## config.mk

```make
export PLATFORM = sky130hd
export DESIGN_NAME = eeac_ctrl
export DESIGN_NICKNAME = d
export VERILOG_FILES = /design/src/eeac_pkg.sv /design/src/eeac_ctrl.sv
export SDC_FILE = /design/constraint.sdc
export NUM_CORES = 1
export LEC_CHECK = 0
export ABC_AREA = 1
export BUFFER_PORTS_ARGS = -buffer_cell sky130_fd_sc_hd__buf_2
export CAP_MARGIN = 20
export CORE_MARGIN = 2
export CORE_UTILIZATION = 50
export CTS_CLUSTER_SIZE = 24
export DETAILED_ROUTE_END_ITERATION = 6
export PLACE_DENSITY_LB_ADDON = 0.1
export REMOVE_ABC_BUFFERS = 1
export SYNTH_ARGS = -nofsm -noshare
export SYNTH_HDL_FRONTEND = slang
export SYNTH_SLANG_ARGS = --single-unit
```

## constraint.sdc

```tcl
create_clock -name clock -period 3.72 [get_ports clock]
set_clock_uncertainty 0.15 [all_clocks]
set_input_delay 0 -clock clock [delete_from_list [all_inputs] [get_ports clock]]
set_output_delay 0 -clock clock [all_outputs]
set_load 0.02 [all_outputs]
```

## src/eeac_pkg.sv

```systemverilog
package eeac_pkg;

  // data memory geometry
  localparam int NV_DEPTH   = 32;
  localparam int NV_ADDR_W  = 5;
  localparam int NV_DATA_W  = 8;

  // own register offsets (byte addresses, one aligned word each)
  localparam logic [7:0] OFS_CTRL   = 8'h00;
  localparam logic [7:0] OFS_ADDR   = 8'h04;
  localparam logic [7:0] OFS_WDATA  = 8'h08;
  localparam logic [7:0] OFS_RDATA  = 8'h0c;
  localparam logic [7:0] OFS_STATUS = 8'h10;

  // control register fields
  localparam int CTRL_READ_BIT   = 0;
  localparam int CTRL_WRITE_BIT  = 1;
  localparam int CTRL_IEN_BIT    = 2;
  localparam int CTRL_SLEEP_BIT  = 3;
  localparam int CTRL_IRQCFG_BIT = 4;

  // status register fields
  localparam int ST_BUSY_BIT    = 0;
  localparam int ST_DONE_BIT    = 1;
  localparam int ST_REFUSED_BIT = 2;

  // reset values
  localparam logic [NV_ADDR_W-1:0] ADDR_RESET  = 5'h00;
  localparam logic [NV_DATA_W-1:0] DATA_RESET  = 8'h00;
  localparam logic [3:0]           IDX_RESET   = 4'h0;

  // device special function register addresses
  localparam logic [7:0] DEV_INDIRECT_ACCESS_REG_ADDR = 8'h02;
  localparam logic [7:0] DEV_MP1_ADDR  = 8'h03;
  localparam logic [7:0] DEV_BP_ADDR   = 8'h04;
  localparam logic [7:0] DEV_INTC_ADDR = 8'h0b;
  localparam logic [7:0] DEV_EEA_ADDR  = 8'h1e;
  localparam logic [7:0] DEV_EED_ADDR  = 8'h1f;

  // pointer values that open and close the bank holding the control register
  localparam logic [7:0] MP1_CTRL_VALUE = 8'h40;
  localparam logic [7:0] BP_BANK1       = 8'h01;
  localparam logic [7:0] BP_BANK0       = 8'h00;

  // device control register values
  localparam logic [7:0] CTL_CLEAR   = 8'h00;
  localparam logic [7:0] CTL_WPERMIT = 8'h08;
  localparam logic [7:0] CTL_WSTART  = 8'h04;
  localparam logic [7:0] CTL_RPERMIT = 8'h02;
  localparam logic [7:0] CTL_RSTART  = 8'h01;

  // device interrupt control register fields
  localparam int INTC_GLOBAL_BIT = 0;
  localparam int INTC_EEPROM_BIT = 1;

  typedef struct packed {
    logic        psel;
    logic        penable;
    logic        pwrite;
    logic [31:0] paddr;
    logic [31:0] pwdata;
  } eeac_apb_req_type;

  typedef struct packed {
    logic        pready;
    logic [31:0] prdata;
    logic        pslverr;
  } eeac_apb_rsp_type;

  typedef struct packed {
    logic       valid;
    logic       write;
    logic [7:0] addr;
    logic [7:0] wdata;
  } eeac_dev_req_type;

  typedef enum logic [1:0] {EEAC_STEP_PUT, EEAC_STEP_POLL, EEAC_STEP_FETCH} eeac_step_kind_type;

  typedef struct packed {
    eeac_dev_req_type   req;
    eeac_step_kind_type kind;
    logic               last;
  } eeac_step_type;

  typedef enum logic [1:0] {EEAC_OP_READ, EEAC_OP_WRITE, EEAC_OP_IRQCFG} eeac_op_type;
  typedef enum logic [1:0] {EEAC_ST_IDLE, EEAC_ST_ISSUE, EEAC_ST_WAIT, EEAC_ST_SAMPLE} eeac_state_type;
  typedef enum logic [2:0] {
    EEAC_REG_CTRL, EEAC_REG_ADDR, EEAC_REG_WDATA, EEAC_REG_RDATA, EEAC_REG_STATUS, EEAC_REG_NONE
  } eeac_reg_sel_type;

endpackage : eeac_pkg

```

## src/eeac_ctrl.sv

```systemverilog
module eeac_ctrl (
  input  wire logic                       clock,
  input  wire logic                       rst,
  input  wire eeac_pkg::eeac_apb_req_type apb_req,
  output eeac_pkg::eeac_apb_rsp_type      apb_rsp,
  output eeac_pkg::eeac_dev_req_type      dev_req,
  input  wire logic [7:0]                 dev_rdata,
  output logic                            sleep_req
);
  import eeac_pkg::*;

  function automatic eeac_reg_sel_type dec_fn(input logic [31:0] paddr);
    eeac_reg_sel_type sel;
    sel = EEAC_REG_NONE;
    if (paddr[31:8] == 24'h000000) begin
      unique case (paddr[7:0])
        OFS_CTRL:   sel = EEAC_REG_CTRL;
        OFS_ADDR:   sel = EEAC_REG_ADDR;
        OFS_WDATA:  sel = EEAC_REG_WDATA;
        OFS_RDATA:  sel = EEAC_REG_RDATA;
        OFS_STATUS: sel = EEAC_REG_STATUS;
        default:    sel = EEAC_REG_NONE;
      endcase
    end
    return sel;
  endfunction : dec_fn

  function automatic eeac_step_type put_fn(input logic [7:0] addr, input logic [7:0] data, input logic last);
    eeac_step_type s;
    s.req  = '{valid: 1'b1, write: 1'b1, addr: addr, wdata: data};
    s.kind = EEAC_STEP_PUT;
    s.last = last;
    return s;
  endfunction : put_fn

  function automatic eeac_step_type get_fn(input logic [7:0] addr, input eeac_step_kind_type kind,
                                           input logic last);
    eeac_step_type s;
    s.req  = '{valid: 1'b1, write: 1'b0, addr: addr, wdata: 8'h00};
    s.kind = kind;
    s.last = last;
    return s;
  endfunction : get_fn

  // whole-byte write: other bits of the device interrupt register are cleared
  function automatic logic [7:0] intc_fn(input logic ien, input logic glob);
    logic [7:0] v;
    v = 8'h00;
    v[INTC_EEPROM_BIT] = ien;
    v[INTC_GLOBAL_BIT] = glob;
    return v;
  endfunction : intc_fn

  function automatic eeac_step_type step_fn(input eeac_op_type op, input logic [3:0] idx,
                                            input logic [NV_ADDR_W-1:0] a, input logic [NV_DATA_W-1:0] d,
                                            input logic ien);
    eeac_step_type s;
    s = put_fn(DEV_BP_ADDR, BP_BANK0, 1'b1);
    unique case (op)
      EEAC_OP_WRITE: begin
        unique case (idx)
          4'h0: s = put_fn(DEV_EEA_ADDR, {3'h0, a}, 1'b0);
          4'h1: s = put_fn(DEV_EED_ADDR, d, 1'b0);
          4'h2: s = put_fn(DEV_MP1_ADDR, MP1_CTRL_VALUE, 1'b0);
          4'h3: s = put_fn(DEV_BP_ADDR, BP_BANK1, 1'b0);
          4'h4: s = put_fn(DEV_INTC_ADDR, intc_fn(ien, 1'b0), 1'b0);
          4'h5: s = put_fn(DEV_INDIRECT_ACCESS_REG_ADDR, CTL_WPERMIT, 1'b0);
          4'h6: s = put_fn(DEV_INDIRECT_ACCESS_REG_ADDR, CTL_WPERMIT | CTL_WSTART, 1'b0);
          4'h7: s = put_fn(DEV_INTC_ADDR, intc_fn(ien, 1'b1), 1'b0);
          4'h8: s = get_fn(DEV_INDIRECT_ACCESS_REG_ADDR, EEAC_STEP_POLL, 1'b0);
          4'h9: s = put_fn(DEV_INDIRECT_ACCESS_REG_ADDR, CTL_CLEAR, 1'b0);
          4'ha: s = put_fn(DEV_BP_ADDR, BP_BANK0, 1'b1);
          default: s = put_fn(DEV_BP_ADDR, BP_BANK0, 1'b1);
        endcase
      end
      EEAC_OP_READ: begin
        unique case (idx)
          4'h0: s = put_fn(DEV_EEA_ADDR, {3'h0, a}, 1'b0);
          4'h1: s = put_fn(DEV_MP1_ADDR, MP1_CTRL_VALUE, 1'b0);
          4'h2: s = put_fn(DEV_BP_ADDR, BP_BANK1, 1'b0);
          4'h3: s = put_fn(DEV_INDIRECT_ACCESS_REG_ADDR, CTL_RPERMIT, 1'b0);
          4'h4: s = put_fn(DEV_INDIRECT_ACCESS_REG_ADDR, CTL_RPERMIT | CTL_RSTART, 1'b0);
          4'h5: s = get_fn(DEV_INDIRECT_ACCESS_REG_ADDR, EEAC_STEP_POLL, 1'b0);
          4'h6: s = put_fn(DEV_INDIRECT_ACCESS_REG_ADDR, CTL_CLEAR, 1'b0);
          4'h7: s = put_fn(DEV_BP_ADDR, BP_BANK0, 1'b0);
          4'h8: s = get_fn(DEV_EED_ADDR, EEAC_STEP_FETCH, 1'b1);
          default: s = put_fn(DEV_BP_ADDR, BP_BANK0, 1'b1);
        endcase
      end
      EEAC_OP_IRQCFG: s = put_fn(DEV_INTC_ADDR, intc_fn(ien, 1'b1), 1'b1);
      default: s = put_fn(DEV_BP_ADDR, BP_BANK0, 1'b1);
    endcase
    return s;
  endfunction : step_fn

  // register group
  eeac_apb_rsp_type       apb_rsp_reg,  apb_rsp_next;
  logic [NV_ADDR_W-1:0]   addr_reg,     addr_next;
  logic [NV_DATA_W-1:0]   wdata_reg,    wdata_next;
  logic [NV_DATA_W-1:0]   rdata_reg,    rdata_next;
  logic                   ien_reg,      ien_next;
  logic                   sleep_bit_reg, sleep_bit_next;
  logic                   done_reg,     done_next;
  logic                   refused_reg,  refused_next;
  logic                   sleep_req_reg, sleep_req_next;

  // sequencer group
  eeac_state_type         st_reg,       st_next;
  eeac_op_type            op_reg,       op_next;
  logic [3:0]             idx_reg,      idx_next;
  eeac_dev_req_type       dev_req_reg,  dev_req_next;

  logic                   start_cmd;
  eeac_op_type            start_op;
  logic                   done_set;
  logic [NV_DATA_W-1:0]   fetch_data;
  logic                   fetch_set;

  eeac_reg_sel_type       sel;
  logic                   fire;
  logic                   busy;
  logic [31:0]            rd_word;
  logic [7:0]             poll_mask;
  eeac_step_type          cur;

  assign apb_rsp   = apb_rsp_reg;
  assign dev_req   = dev_req_reg;
  assign sleep_req = sleep_req_reg;

  always_comb begin
    sel   = dec_fn(apb_req.paddr);
    fire  = apb_req.psel & apb_req.penable & apb_rsp_reg.pready;
    busy  = (st_reg != EEAC_ST_IDLE);
    unique case (sel)
      EEAC_REG_CTRL:   rd_word = {27'h0, 1'b0, sleep_bit_reg, ien_reg, 2'b00};
      EEAC_REG_ADDR:   rd_word = {27'h0, addr_reg};
      EEAC_REG_WDATA:  rd_word = {24'h0, wdata_reg};
      EEAC_REG_RDATA:  rd_word = {24'h0, rdata_reg};
      EEAC_REG_STATUS: rd_word = {29'h0, refused_reg, done_reg, busy};
      default:         rd_word = 32'h0;
    endcase
    apb_rsp_next.pready  = apb_req.psel & apb_req.penable & ~apb_rsp_reg.pready;
    apb_rsp_next.prdata  = apb_rsp_next.pready ? rd_word : 32'h0;
    apb_rsp_next.pslverr = apb_rsp_next.pready & (sel == EEAC_REG_NONE);
    addr_next      = addr_reg;
    wdata_next     = wdata_reg;
    ien_next       = ien_reg;
    sleep_bit_next = sleep_bit_reg;
    done_next      = done_reg;
    refused_next   = refused_reg;
    start_cmd      = 1'b0;
    start_op       = EEAC_OP_READ;
    if (fire & apb_req.pwrite) begin
      unique case (sel)
        EEAC_REG_CTRL: begin
          ien_next       = apb_req.pwdata[CTRL_IEN_BIT];
          sleep_bit_next = apb_req.pwdata[CTRL_SLEEP_BIT];
          if (apb_req.pwdata[CTRL_WRITE_BIT]) begin
            start_op = EEAC_OP_WRITE;
          end else if (apb_req.pwdata[CTRL_READ_BIT]) begin
            start_op = EEAC_OP_READ;
          end else begin
            start_op = EEAC_OP_IRQCFG;
          end
          if (apb_req.pwdata[CTRL_WRITE_BIT] | apb_req.pwdata[CTRL_READ_BIT] |
              apb_req.pwdata[CTRL_IRQCFG_BIT]) begin
            // a sleep request pending or active blocks new operations
            if (busy | sleep_bit_next | sleep_req_reg) begin
              refused_next = 1'b1;
            end else begin
              start_cmd = 1'b1;
            end
          end
        end
        EEAC_REG_ADDR: begin
          if (busy) refused_next = 1'b1;
          else addr_next = apb_req.pwdata[NV_ADDR_W-1:0];
        end
        EEAC_REG_WDATA: begin
          if (busy) refused_next = 1'b1;
          else wdata_next = apb_req.pwdata[NV_DATA_W-1:0];
        end
        EEAC_REG_STATUS: begin
          if (apb_req.pwdata[ST_DONE_BIT]) done_next = 1'b0;
          if (apb_req.pwdata[ST_REFUSED_BIT]) refused_next = 1'b0;
        end
        default: begin
        end
      endcase
    end
    // hardware set wins over the write-one clear
    if (done_set) done_next = 1'b1;
    rdata_next = fetch_set ? fetch_data : rdata_reg;
    // low-power request waits one idle cycle so the last device access has gone out first
    sleep_req_next = sleep_bit_next & ~busy & (st_next == EEAC_ST_IDLE) & ~start_cmd;
  end

  always_ff @(posedge clock) begin
    if (rst) begin
      apb_rsp_reg   <= '0;
      addr_reg      <= ADDR_RESET;
      wdata_reg     <= DATA_RESET;
      rdata_reg     <= DATA_RESET;
      ien_reg       <= 1'b0;
      sleep_bit_reg <= 1'b0;
      done_reg      <= 1'b0;
      refused_reg   <= 1'b0;
      sleep_req_reg <= 1'b0;
    end else begin
      apb_rsp_reg   <= apb_rsp_next;
      addr_reg      <= addr_next;
      wdata_reg     <= wdata_next;
      rdata_reg     <= rdata_next;
      ien_reg       <= ien_next;
      sleep_bit_reg <= sleep_bit_next;
      done_reg      <= done_next;
      refused_reg   <= refused_next;
      sleep_req_reg <= sleep_req_next;
    end
  end

  always_comb begin
    st_next      = st_reg;
    op_next      = op_reg;
    idx_next     = idx_reg;
    dev_req_next = '0;
    done_set     = 1'b0;
    fetch_set    = 1'b0;
    fetch_data   = dev_rdata;
    cur          = step_fn(op_reg, idx_reg, addr_reg, wdata_reg, ien_reg);
    poll_mask    = (op_reg == EEAC_OP_WRITE) ? CTL_WSTART : CTL_RSTART;
    unique case (st_reg)
      EEAC_ST_IDLE: begin
        if (start_cmd) begin
          op_next  = start_op;
          idx_next = IDX_RESET;
          st_next  = EEAC_ST_ISSUE;
        end
      end
      EEAC_ST_ISSUE: begin
        // one device access per cycle keeps permit and start adjacent
        dev_req_next = cur.req;
        if (cur.kind != EEAC_STEP_PUT) begin
          st_next = EEAC_ST_WAIT;
        end else if (cur.last) begin
          st_next  = EEAC_ST_IDLE;
          done_set = 1'b1;
        end else begin
          idx_next = idx_reg + 4'h1;
        end
      end
      EEAC_ST_WAIT: st_next = EEAC_ST_SAMPLE;
      EEAC_ST_SAMPLE: begin
        if (cur.kind == EEAC_STEP_POLL) begin
          // the device clears the start bit itself when the cycle ends
          if ((dev_rdata & poll_mask) == 8'h00) begin
            idx_next = idx_reg + 4'h1;
          end
          st_next = EEAC_ST_ISSUE;
        end else begin
          fetch_set = 1'b1;
          st_next   = EEAC_ST_IDLE;
          done_set  = 1'b1;
        end
      end
    endcase
  end

  always_ff @(posedge clock) begin
    if (rst) begin
      st_reg      <= EEAC_ST_IDLE;
      op_reg      <= EEAC_OP_READ;
      idx_reg     <= IDX_RESET;
      dev_req_reg <= '0;
    end else begin
      st_reg      <= st_next;
      op_reg      <= op_next;
      idx_reg     <= idx_next;
      dev_req_reg <= dev_req_next;
    end
  end

endmodule : eeac_ctrl

```

# After elaboration in Yosys (flattened, before gate mapping)
# Index checks and enable logic that the tools add are counted.
# W data, S select, Z words.
word_totals:
  register_bits: 86
  output_inout_bits: 53
  word_cells: 137
op_classes:
  add_sub_neg: 1
  eq_ne: 33
  n_mux: 42
  bitwise: 18
  reduce_logical: 25
ops:
  columns: ["op", "count"]
  rows:
  - ["$pmux W20 S10", 1]
  - ["$pmux W20 S9", 1]
  - ["$pmux W21 S3", 1]
  - ["$pmux W8 S5", 1]
  - ["$logic_not A24 Y1", 1]
  - ["$mux W4", 5]
  - ["$mux W1", 19]
  - ["$eq A4 B3 Y1 const B", 4]
  - ["$eq A8 B4 Y1 const B", 2]
  - ["$logic_not A8 Y1", 2]
  - ["$ne A2 B2 Y1 const B", 8]
  - ["$pmux W3 S5", 1]
  - ["$mux W2", 7]
  - ["$pmux W4 S3", 1]
  - ["$reduce_and A6 Y1", 2]
  - ["$reduce_bool A2 Y1", 5]
  - ["$reduce_and A3 Y1", 3]
  - ["$and A1 B1 Y1", 8]
  - ["$and A8 B3 Y8", 1]
  - ["$eq A4 B2 Y1 const B", 2]
  - ["$eq A4 B4 Y1 const B", 2]
  - ["$eq A8 B3 Y1 const B", 1]
  - ["$eq A8 B5 Y1 const B", 1]
  - ["$pmux W2 S4", 1]
  - ["other kinds (19)", 39]

# Logic depth before layout (Yosys ltp)
# Gate-level depths: netlist (run 1).
depth:
  ltp_word: 12
  ltp_mapped: 14
  mapped_depth_nobuf: 14

# Worst setup path after synthesis (run 1)
# No wires, ideal clock.
synth_path:
  kind: "reg2reg"
  start: "register idx_reg[0]"
  end: "register idx_reg[1]"
  setup_time_ps: 113
  arrival_time_ps: 1694
  required_ps: 3457
  setup_slack_ps: 1762
  stages_incl_launch_ff: 13
  path_buffers: 0
  period_less_slack_ps: 1958
  cell_sequence: "dfxtp_1 -> inv_1 -> ha_1 -> o21ai_2 -> nand3_1 -> o21ai_2 -> nand3_2 -> nand3_2 -> nor2_4 -> nand2_2 -> nand2_1 -> nand2_1 -> nor2_2"
synth_between:
  elab_chain_cells: 6
  elab_cells_between_ends: 25
  classes_between: "add/sub: 1; eq/ne: 13; mux: 8; reduce/logical: 3"
synth_rtl:
  columns: ["element", "line", "rtl"]
  rows:
  - ["start: declaration", "eeac_ctrl.sv:110", "logic [3:0] idx_reg, idx_next;"]
  - ["start signal: assignment", "eeac_ctrl.sv:278", "idx_reg <= idx_next;"]
  - ["$eq A4 B4 Y1, or another cell as far along", "eeac_ctrl.sv:61", "unique case (idx)"]
  - ["$pmux W20 S10 or $pmux W20 S9 (tied branches)", "eeac_ctrl.sv:61, eeac_ctrl.sv:77", null]
  - ["$pmux W21 S3", "eeac_ctrl.sv:59", "unique case (op)"]
  - ["$eq A2 B1 Y1 or $reduce_bool A2 Y1 (tied branches)", "eeac_ctrl.sv:254, eeac_ctrl.sv:243", null]
  - ["$ne A2 B2 Y1 (no line)", null, null]
  - ["$reduce_and A6 Y1 (no line)", null, null]
# Several ways; a longest one is shown, not always the timed one. The select of a mux whose other input is x is not followed.
# A chain may end at the register's enable or synchronous reset.

# Final worst setup path (run 1)
layout_path:
  start: "register idx_reg[1]"
  end: "register idx_reg[0]"
layout_between:
  elab_chain_cells: 6
  elab_cells_between_ends: 19
  classes_between: "eq/ne: 13; mux: 3; reduce/logical: 3"
layout_rtl:
  columns: ["element", "line"]
  rows:
  - ["$eq A4 B4 Y1, or another cell as far along", "eeac_ctrl.sv:61"]
  - ["$pmux W20 S10 or $pmux W20 S9 (tied branches)", "eeac_ctrl.sv:61, eeac_ctrl.sv:77"]
  - ["$pmux W21 S3 (*)", "eeac_ctrl.sv:59"]
  - ["$eq A2 B1 Y1 or $reduce_bool A2 Y1 (tied branches)", "eeac_ctrl.sv:254, eeac_ctrl.sv:243"]
  - ["$ne A2 B2 Y1 (no line)", null]
  - ["$reduce_and A6 Y1 (no line) (*)", null]
# Every way passes the cells marked *; elsewhere a longest branch is shown, timed or not.

==> results of run 1 <==
-- per-layer routing --
metal,routed length (um),vias up
li1,-,1667
met1,3820,1504
met2,4050,120
met3,554,12
met4,82,0
met5,0,-
-- layout make-up --
cell class	instances	area (um^2)
fillers	615	2300
multi-input cells	341	1660
flip-flops and latches	59	1180
repair buffers	101	621
inverters	57	214
clock buffers	11	151
well taps	77	96.3
clock inverters	4	50.0
-- power by group --
group          leakage [nW]  total (mW)  internal, mW  switching, mW
combinational          1.33      0.0963        0.0395         0.0568
sequential            0.475       0.633         0.632       0.000529
clock                0.0974       0.605         0.341          0.265
-- Yosys cell counts (2+ instances only) --
| cell type | number |
|---|---|
| inv_1 | 51 |
| o211ai_1 | 2 |
| nand4_1 | 2 |
| a21oi_1 | 27 |
| nand3_2 | 3 |
| a211oi_1 | 9 |
| buf_2 | 3 |
| dfxtp_1 | 59 |
| o221ai_1 | 2 |
| nor3_1 | 6 |
| o21ai_0 | 27 |
| nand3b_1 | 3 |
| o21ai_2 | 5 |
| ha_1 | 4 |
| clkbuf_1 | 4 |
| nand2_1 | 77 |
| nand2_2 | 10 |
| buf_4 | 27 |
| a31oi_1 | 2 |
| nor2_4 | 2 |
| o22ai_1 | 4 |
| inv_2 | 6 |
| nor2_1 | 82 |
| o21ai_1 | 2 |
| nor4_1 | 3 |
| nand3_1 | 23 |
| nor2_2 | 8 |
-- metrics by stage --
stage	power [mW]	instances	hold slack [ps]	cell area (um^2)
after global placement	0.725	612	75.1	3540
final	1.33	650	32.6	3970
after global routing	1.38	650	45.0	3970
after CTS	1.34	650	25.8	3970
after floorplan	0.688	457	-80.9	3060
after detailed placement	0.726	612	80.9	3540
-- worst register-to-register path, cell delays in order (launching register included) --
cell,delay [ps]
dfxtp_1,330
inv_1,110
ha_1,380
nand2_1,310
nand2_1,150
nor2_2,60
nand2_2,90
nand2_2,60
nand3_2,90
nand3_2,100
nor2_4,150
nand2_2,90
nand2_1,60
a21oi_1,50
-- how the worst max path moves through the flow --
stage	startpoint	to	slack, ps	cells past startpoint
after floorplan	idx_reg[0]	idx_reg[1]	1760	12
after global placement	idx_reg[0]	idx_reg[1]	1510	12
after detailed placement	idx_reg[0]	idx_reg[1]	1450	12
after CTS	idx_reg[0]	idx_reg[1]	1440	12
after global routing	idx_reg[0]	idx_reg[1]	1210	12
final	idx_reg[1]	idx_reg[0]	1390	13
-- cell families after synthesis --
kind of cell | count (synthesis) | share of synthesized area
adders and majority gates | 4 | 0.0157
AOI/OAI and AO/OA | 87 | 0.163
buffers and inverters | 91 | 0.140
and+or+nand+nor | 223 | 0.310
other | 1 | 0.00118
DFF | 59 | 0.370
-- cell usage in the layout (no fill, tap or decap), drive strengths merged, types with 2 or more instances in the layout --
cell type | netlist | final
buf | 30 | 78
conb | 1 | 27
o22ai | 4 | 4
dfxtp | 59 | 59
nor2 | 92 | 92
dlygate4sd3 | 0 | 23
o221ai | 2 | 2
nand4 | 2 | 2
clkinvlp | 0 | 2
nand3b | 3 | 3
nand3 | 26 | 26
a21oi | 27 | 27
o21ai | 34 | 34
ha | 4 | 4
nand2 | 87 | 87
inv | 57 | 57
a31oi | 2 | 2
a211oi | 9 | 9
o211ai | 2 | 2
nor4 | 3 | 3
nor3 | 7 | 7
clkbuf | 4 | 11
-- repair_timing --
item | 4_1_cts | 5_1_grt
hold endpoints to repair | 33 | 0
endpoints found under the setup margin | 0 | 0
buffers inserted | 0 | 0
hold buffers | 23 | 0
==> metrics.txt, run 1 <==
clk buf depth 2; initial core utilization 0.508; Final GP Congestion 0.902; post-layout util 0.633; Netlist cell types 39; Setup Crit Path Kind reg -> reg; DP HPWL 6.33 mm; Reg2Reg Launch Point idx_reg[1]; share of the synthesized area in the top cell type 0.370; CP Launch Type flop; Main synth FF type dfxtp_1; Syn Inst Count 465; Final #Nets 650; Hold Fails Final Rpt 0; Critical Path, Cell by Cell inv_1, ha_1, nand2_1, nand2_1, nor2_2, nand2_2, nand2_2, nand3_2, nand3_2, nor2_4, nand2_2, nand2_1, a21oi_1; status finished, final reports clean; antenna violations before repair 0; Area growth syn-to-layout 24.5%; area leader, netlist dfxtp_1; Via Count 3303; CTS Root Buffer Type clkbuf_8; PnR worst setup slack 1390 ps; total track usage 0.252; largest stage delay on the critical path 380 ps; Avg Vias per Cell 5.08; Mapped Area between 3000 and 4000 um^2; share of the yosys chip area belonging to registers 0.370; ANT nets after route 0; synthesized flop and latch total 59; Worst Reg2Reg Path Length in Cells 13; Core Area ~6300 um^2; Synth Warn # 0; drt drc 0; Port Buffer Count 78; Final setup viols 0; synthesized area per cell 6.86 um^2; met2 Usage GRT 0.418; PwrDens 336 nW/um^2; die area slightly above 7000 um^2; CP max-delay cell ha_1; TritonRoute pass-1 iters 5; fin crit share 0.627; static leakage between 1.5 and 2 nW; Ant. Diodes 0; setup tns final 0 ps; chip width 83.9 um; dominant cells by area after synthesis dfxtp_1 (37%), nor2_1 (9.6%), nand2_1 (9.1%), buf_4 (6.4%), inv_1 (6.0%); worst hold-check path type in -> reg; num rows 29; CTS Sinks slightly below 60; max reg flops 15; # IOs 130; Reg-to-Reg End idx_reg[0]; post-CTS sizing 0; H-Tree Depth 3; layout cells sized above 1 0.223; Place WS 1450 ps; Worst-path clk slew 70 ps; Clock Latency Late Sink 350 ps; Max Clock Freq 429 MHz; 1st-iter DRT viols around 170; final WL between 8 and 9 mm; Worst Setup End Kind flop; worst hold endpoint addr_reg[2]; Final Slew Violations 0; vias in the first global route between 2000 and 3000; HP Start apb_req[64]; CP arrival 2390 ps; FFs w/ async S/R, synth 0; Die H 83.9 um; CP max FO 11; GRT met1 Usage 0.326; Worst EP required 3780 ps; CTS tree built; Worst Hold Depth 5; M3 GR Usage 0.0712; maximum vdd drop 0.307 mV; Inserted Clock Buffers 9; Max-Cap Viols 0; Top Family by Delay on Critical Path simple AND/OR/NAND/NOR gates; Post-synth EDFFs 0; busiest grt layer met2; RSZ-0062 raised after global routing false; Overflow after GRT 0; largest net degree at the start of global routing 21; Final min period 2330 ps; CP bufs+invs 1; first-pass GRT wire length 14.0 mm; R2R setup slack 1390 ps; WL per Instance 13.1 um
Power figures use the tool's default switching activity.
==> run 2: changes to the inputs <==
- ABC_AREA: 1 -> 0
- CORE_UTILIZATION: 50 -> 49
- clock period: 3.72 -> 2.2 ns (I/O delays scaled with it)
==> metrics.txt, run 2 <==
# IOs 130; synth cell count leaders dfxtp_1 (59), nor2_1 (46), nand2_1 (29); Max-Cap Viols 0; Worst Setup End Kind flop; clk buf depth 2; worst hold-check path type in -> reg; H-Tree Depth 3; maximum vdd drop 0.440 mV; Netlist cell types 59; RSZ-0062 raised after global routing true; Synth Warn # 0; first-pass GRT wire length 14.8 mm; vias in the first global route slightly above 3000; PwrDens approximately 520 nW/um^2; Via Count 3344; Final Non-Filler Cells approximately 600; FFs w/ async S/R, synth 0; TritonRoute pass-1 iters 5; max reg flops 15; Final setup viols 0; status finished, final reports clean; Area growth syn-to-layout 33.3%; CP max FO 4; top-count cell post-synth dfxtp_1; fin crit share 0.972; Final min period approximately 2100 ps; Worst EP required around 2300 ps; synthesized flop and latch total 59; Setup Crit Path Kind reg -> reg; die area between 7000 and 8000 um^2; CP arrival 2250 ps; share of the yosys chip area belonging to registers 0.357; Final #Nets 598; cell count after placement 560; num rows 29; Max Clock Freq between 400 and 500 MHz; Die H ~86 um; most frequent cells in the layout buf_2 (78), dfxtp_1 (58), nor2_1 (46), buf_4 (37), nand2_1 (29); final WL 9.38 mm; Inserted Clock Buffers 9; fillers 522; Core Area 6420 um^2; Final GP Congestion 0.894; worst-margin pin slew about 580 ps; total track usage 0.254; Port Buffer Count 78; CTS tree built; Overflow after GRT 0; CTS Sinks 59; antenna violations before repair 0; Avg Vias per Cell about 5.6; 1st-iter DRT viols approximately 210; Final Slew Violations 0; Syn Inst Count between 300 and 400; CTS Root Buffer Type clkbuf_8; dominant cells by area after synthesis dfxtp_1 (36%), mux2i_1 (7.9%), buf_4 (6.1%), nor2_1 (5.2%), nand2_1 (3.3%); WL per Instance 15.7 um; Worst-path clk slew 80 ps; multi-input gate area in the final layout 1970 um^2; Clock Latency Late Sink around 340 ps; DP HPWL 6.68 mm; Max-slew headroom 0.613; Ant. Diodes 0; register area 1180 um^2; area leader, netlist dfxtp_1; chip width around 86 um; Post-synth EDFFs 0; layout cells sized above 1 0.308; ANT nets after route 0; CP Launch Type flop; Main synth FF type dfxtp_1; share of the synthesized area in the top cell type 0.357; initial core utilization 0.515; drt drc 0; static leakage 1.89 nW; post-layout util 0.686; Mapped Area between 3000 and 4000 um^2; most common cell after layout, fill and taps aside buf_2; largest net degree at the start of global routing 28; Hold Fails Final Rpt 0; synthesized area per cell 8.44 um^2
==> run 2: cell count changes after synthesis, sizes merged, moves of 6 or more <==
cell    before  now
mux2i        0   26
nand3       26   10
a22oi        1    7
o21ai       34   21
nor2        92   48
nand2       87   29
nand2b       0    6
inv         57   11
clkbuf       4   19
a211oi       9    1
nor4         3   16
a21oi       27   15
==> run 2: metal layers <==
layer | vias up | global-route usage | wire [um]
met4 | 0 | 0.0996 | 157
met3 | 22 | 0.0356 | 647
met2 | 169 | 0.414 | 4510
li1 | 1607 | - | -
met1 | 1546 | 0.340 | 4060
met5 | - | 0 | 0
==> run 2: per-stage QoR <==
stage | setup slack [ps] | instance area, um^2 | total power [mW] | hold WS, ps | setup TNS [ps]
after global routing | -34.3 | 4410 | 2.39 | 88.3 | -79.5
final | 60.8 | 4410 | 2.31 | 52.7 | 0
after detailed placement | 13.1 | 3880 | 1.25 | 97.0 | 0
after CTS | 3.30 | 4300 | 2.31 | 30.2 | 0
after floorplan | -77.2 | 3100 | 1.17 | -80.9 | -171
after global placement | 73.4 | 3880 | 1.25 | 83.6 | 0
==> run 2: critical path: stages, from the launching register on <==
cell and delay (ps):
dfxtp_1 320, inv_1 110, ha_2 280, nor2_1 100
buf_4 150, o22ai_2 190, buf_4 150, nand3_1 70
a2111o_1 380, a21oi_1 170
==> run 2: final cells by class <==
cell class | count | area share
inverters | 11 | 0.00937
clock buffers | 9 | 0.0281
well taps | 77 | 0.0219
flip-flops and latches | 59 | 0.268
multi-input cells | 298 | 0.448
repair buffers | 138 | 0.206
clock inverters | 7 | 0.0185
==> run 2: logic make-up (layout without fill, tap and decap cells) <==
logic type,count (synthesis),count (layout),synth area share
other,1,27,0.00113
buffers and inverters,61,165,0.103
muxes,29,29,0.0923
AOI/OAI and AO/OA,81,81,0.163
and+or+nand+nor,157,157,0.267
DFF,59,59,0.357
adders and majority gates,4,4,0.0151
==> run 2: repair_timing <==
action | 4_1_cts | 5_1_grt
pin swaps | 0 | 3
buffers inserted | 0 | 2
resized for setup | 1 | 15
hold buffers | 21 | 0
endpoints found under the hold margin | 33 | 0
endpoints found under the setup margin | 1 | 12
==> run 2: power by group <==
| part | internal, mW | switching [mW] | leakage [nW] | total (mW) |
|---|---|---|---|---|
| registers | 1.07 | 0.000878 | 0.476 | 1.07 |
| clock network | 0.541 | 0.504 | 0.101 | 1.04 |
| logic | 0.0761 | 0.118 | 1.31 | 0.194 |
==> run 2: final timing paths <==
path | from | slack [ps] | end | cells past startpoint
hold reg to reg | done_reg | 340 | done_reg | 2
setup reg to reg | idx_reg[1] | 60 | dev_req[8] | 9
setup / recovery | idx_reg[1] | 60 | dev_req[8] | 9
hold / removal | apb_req[34] | 50 | apb_rsp[3] | 4
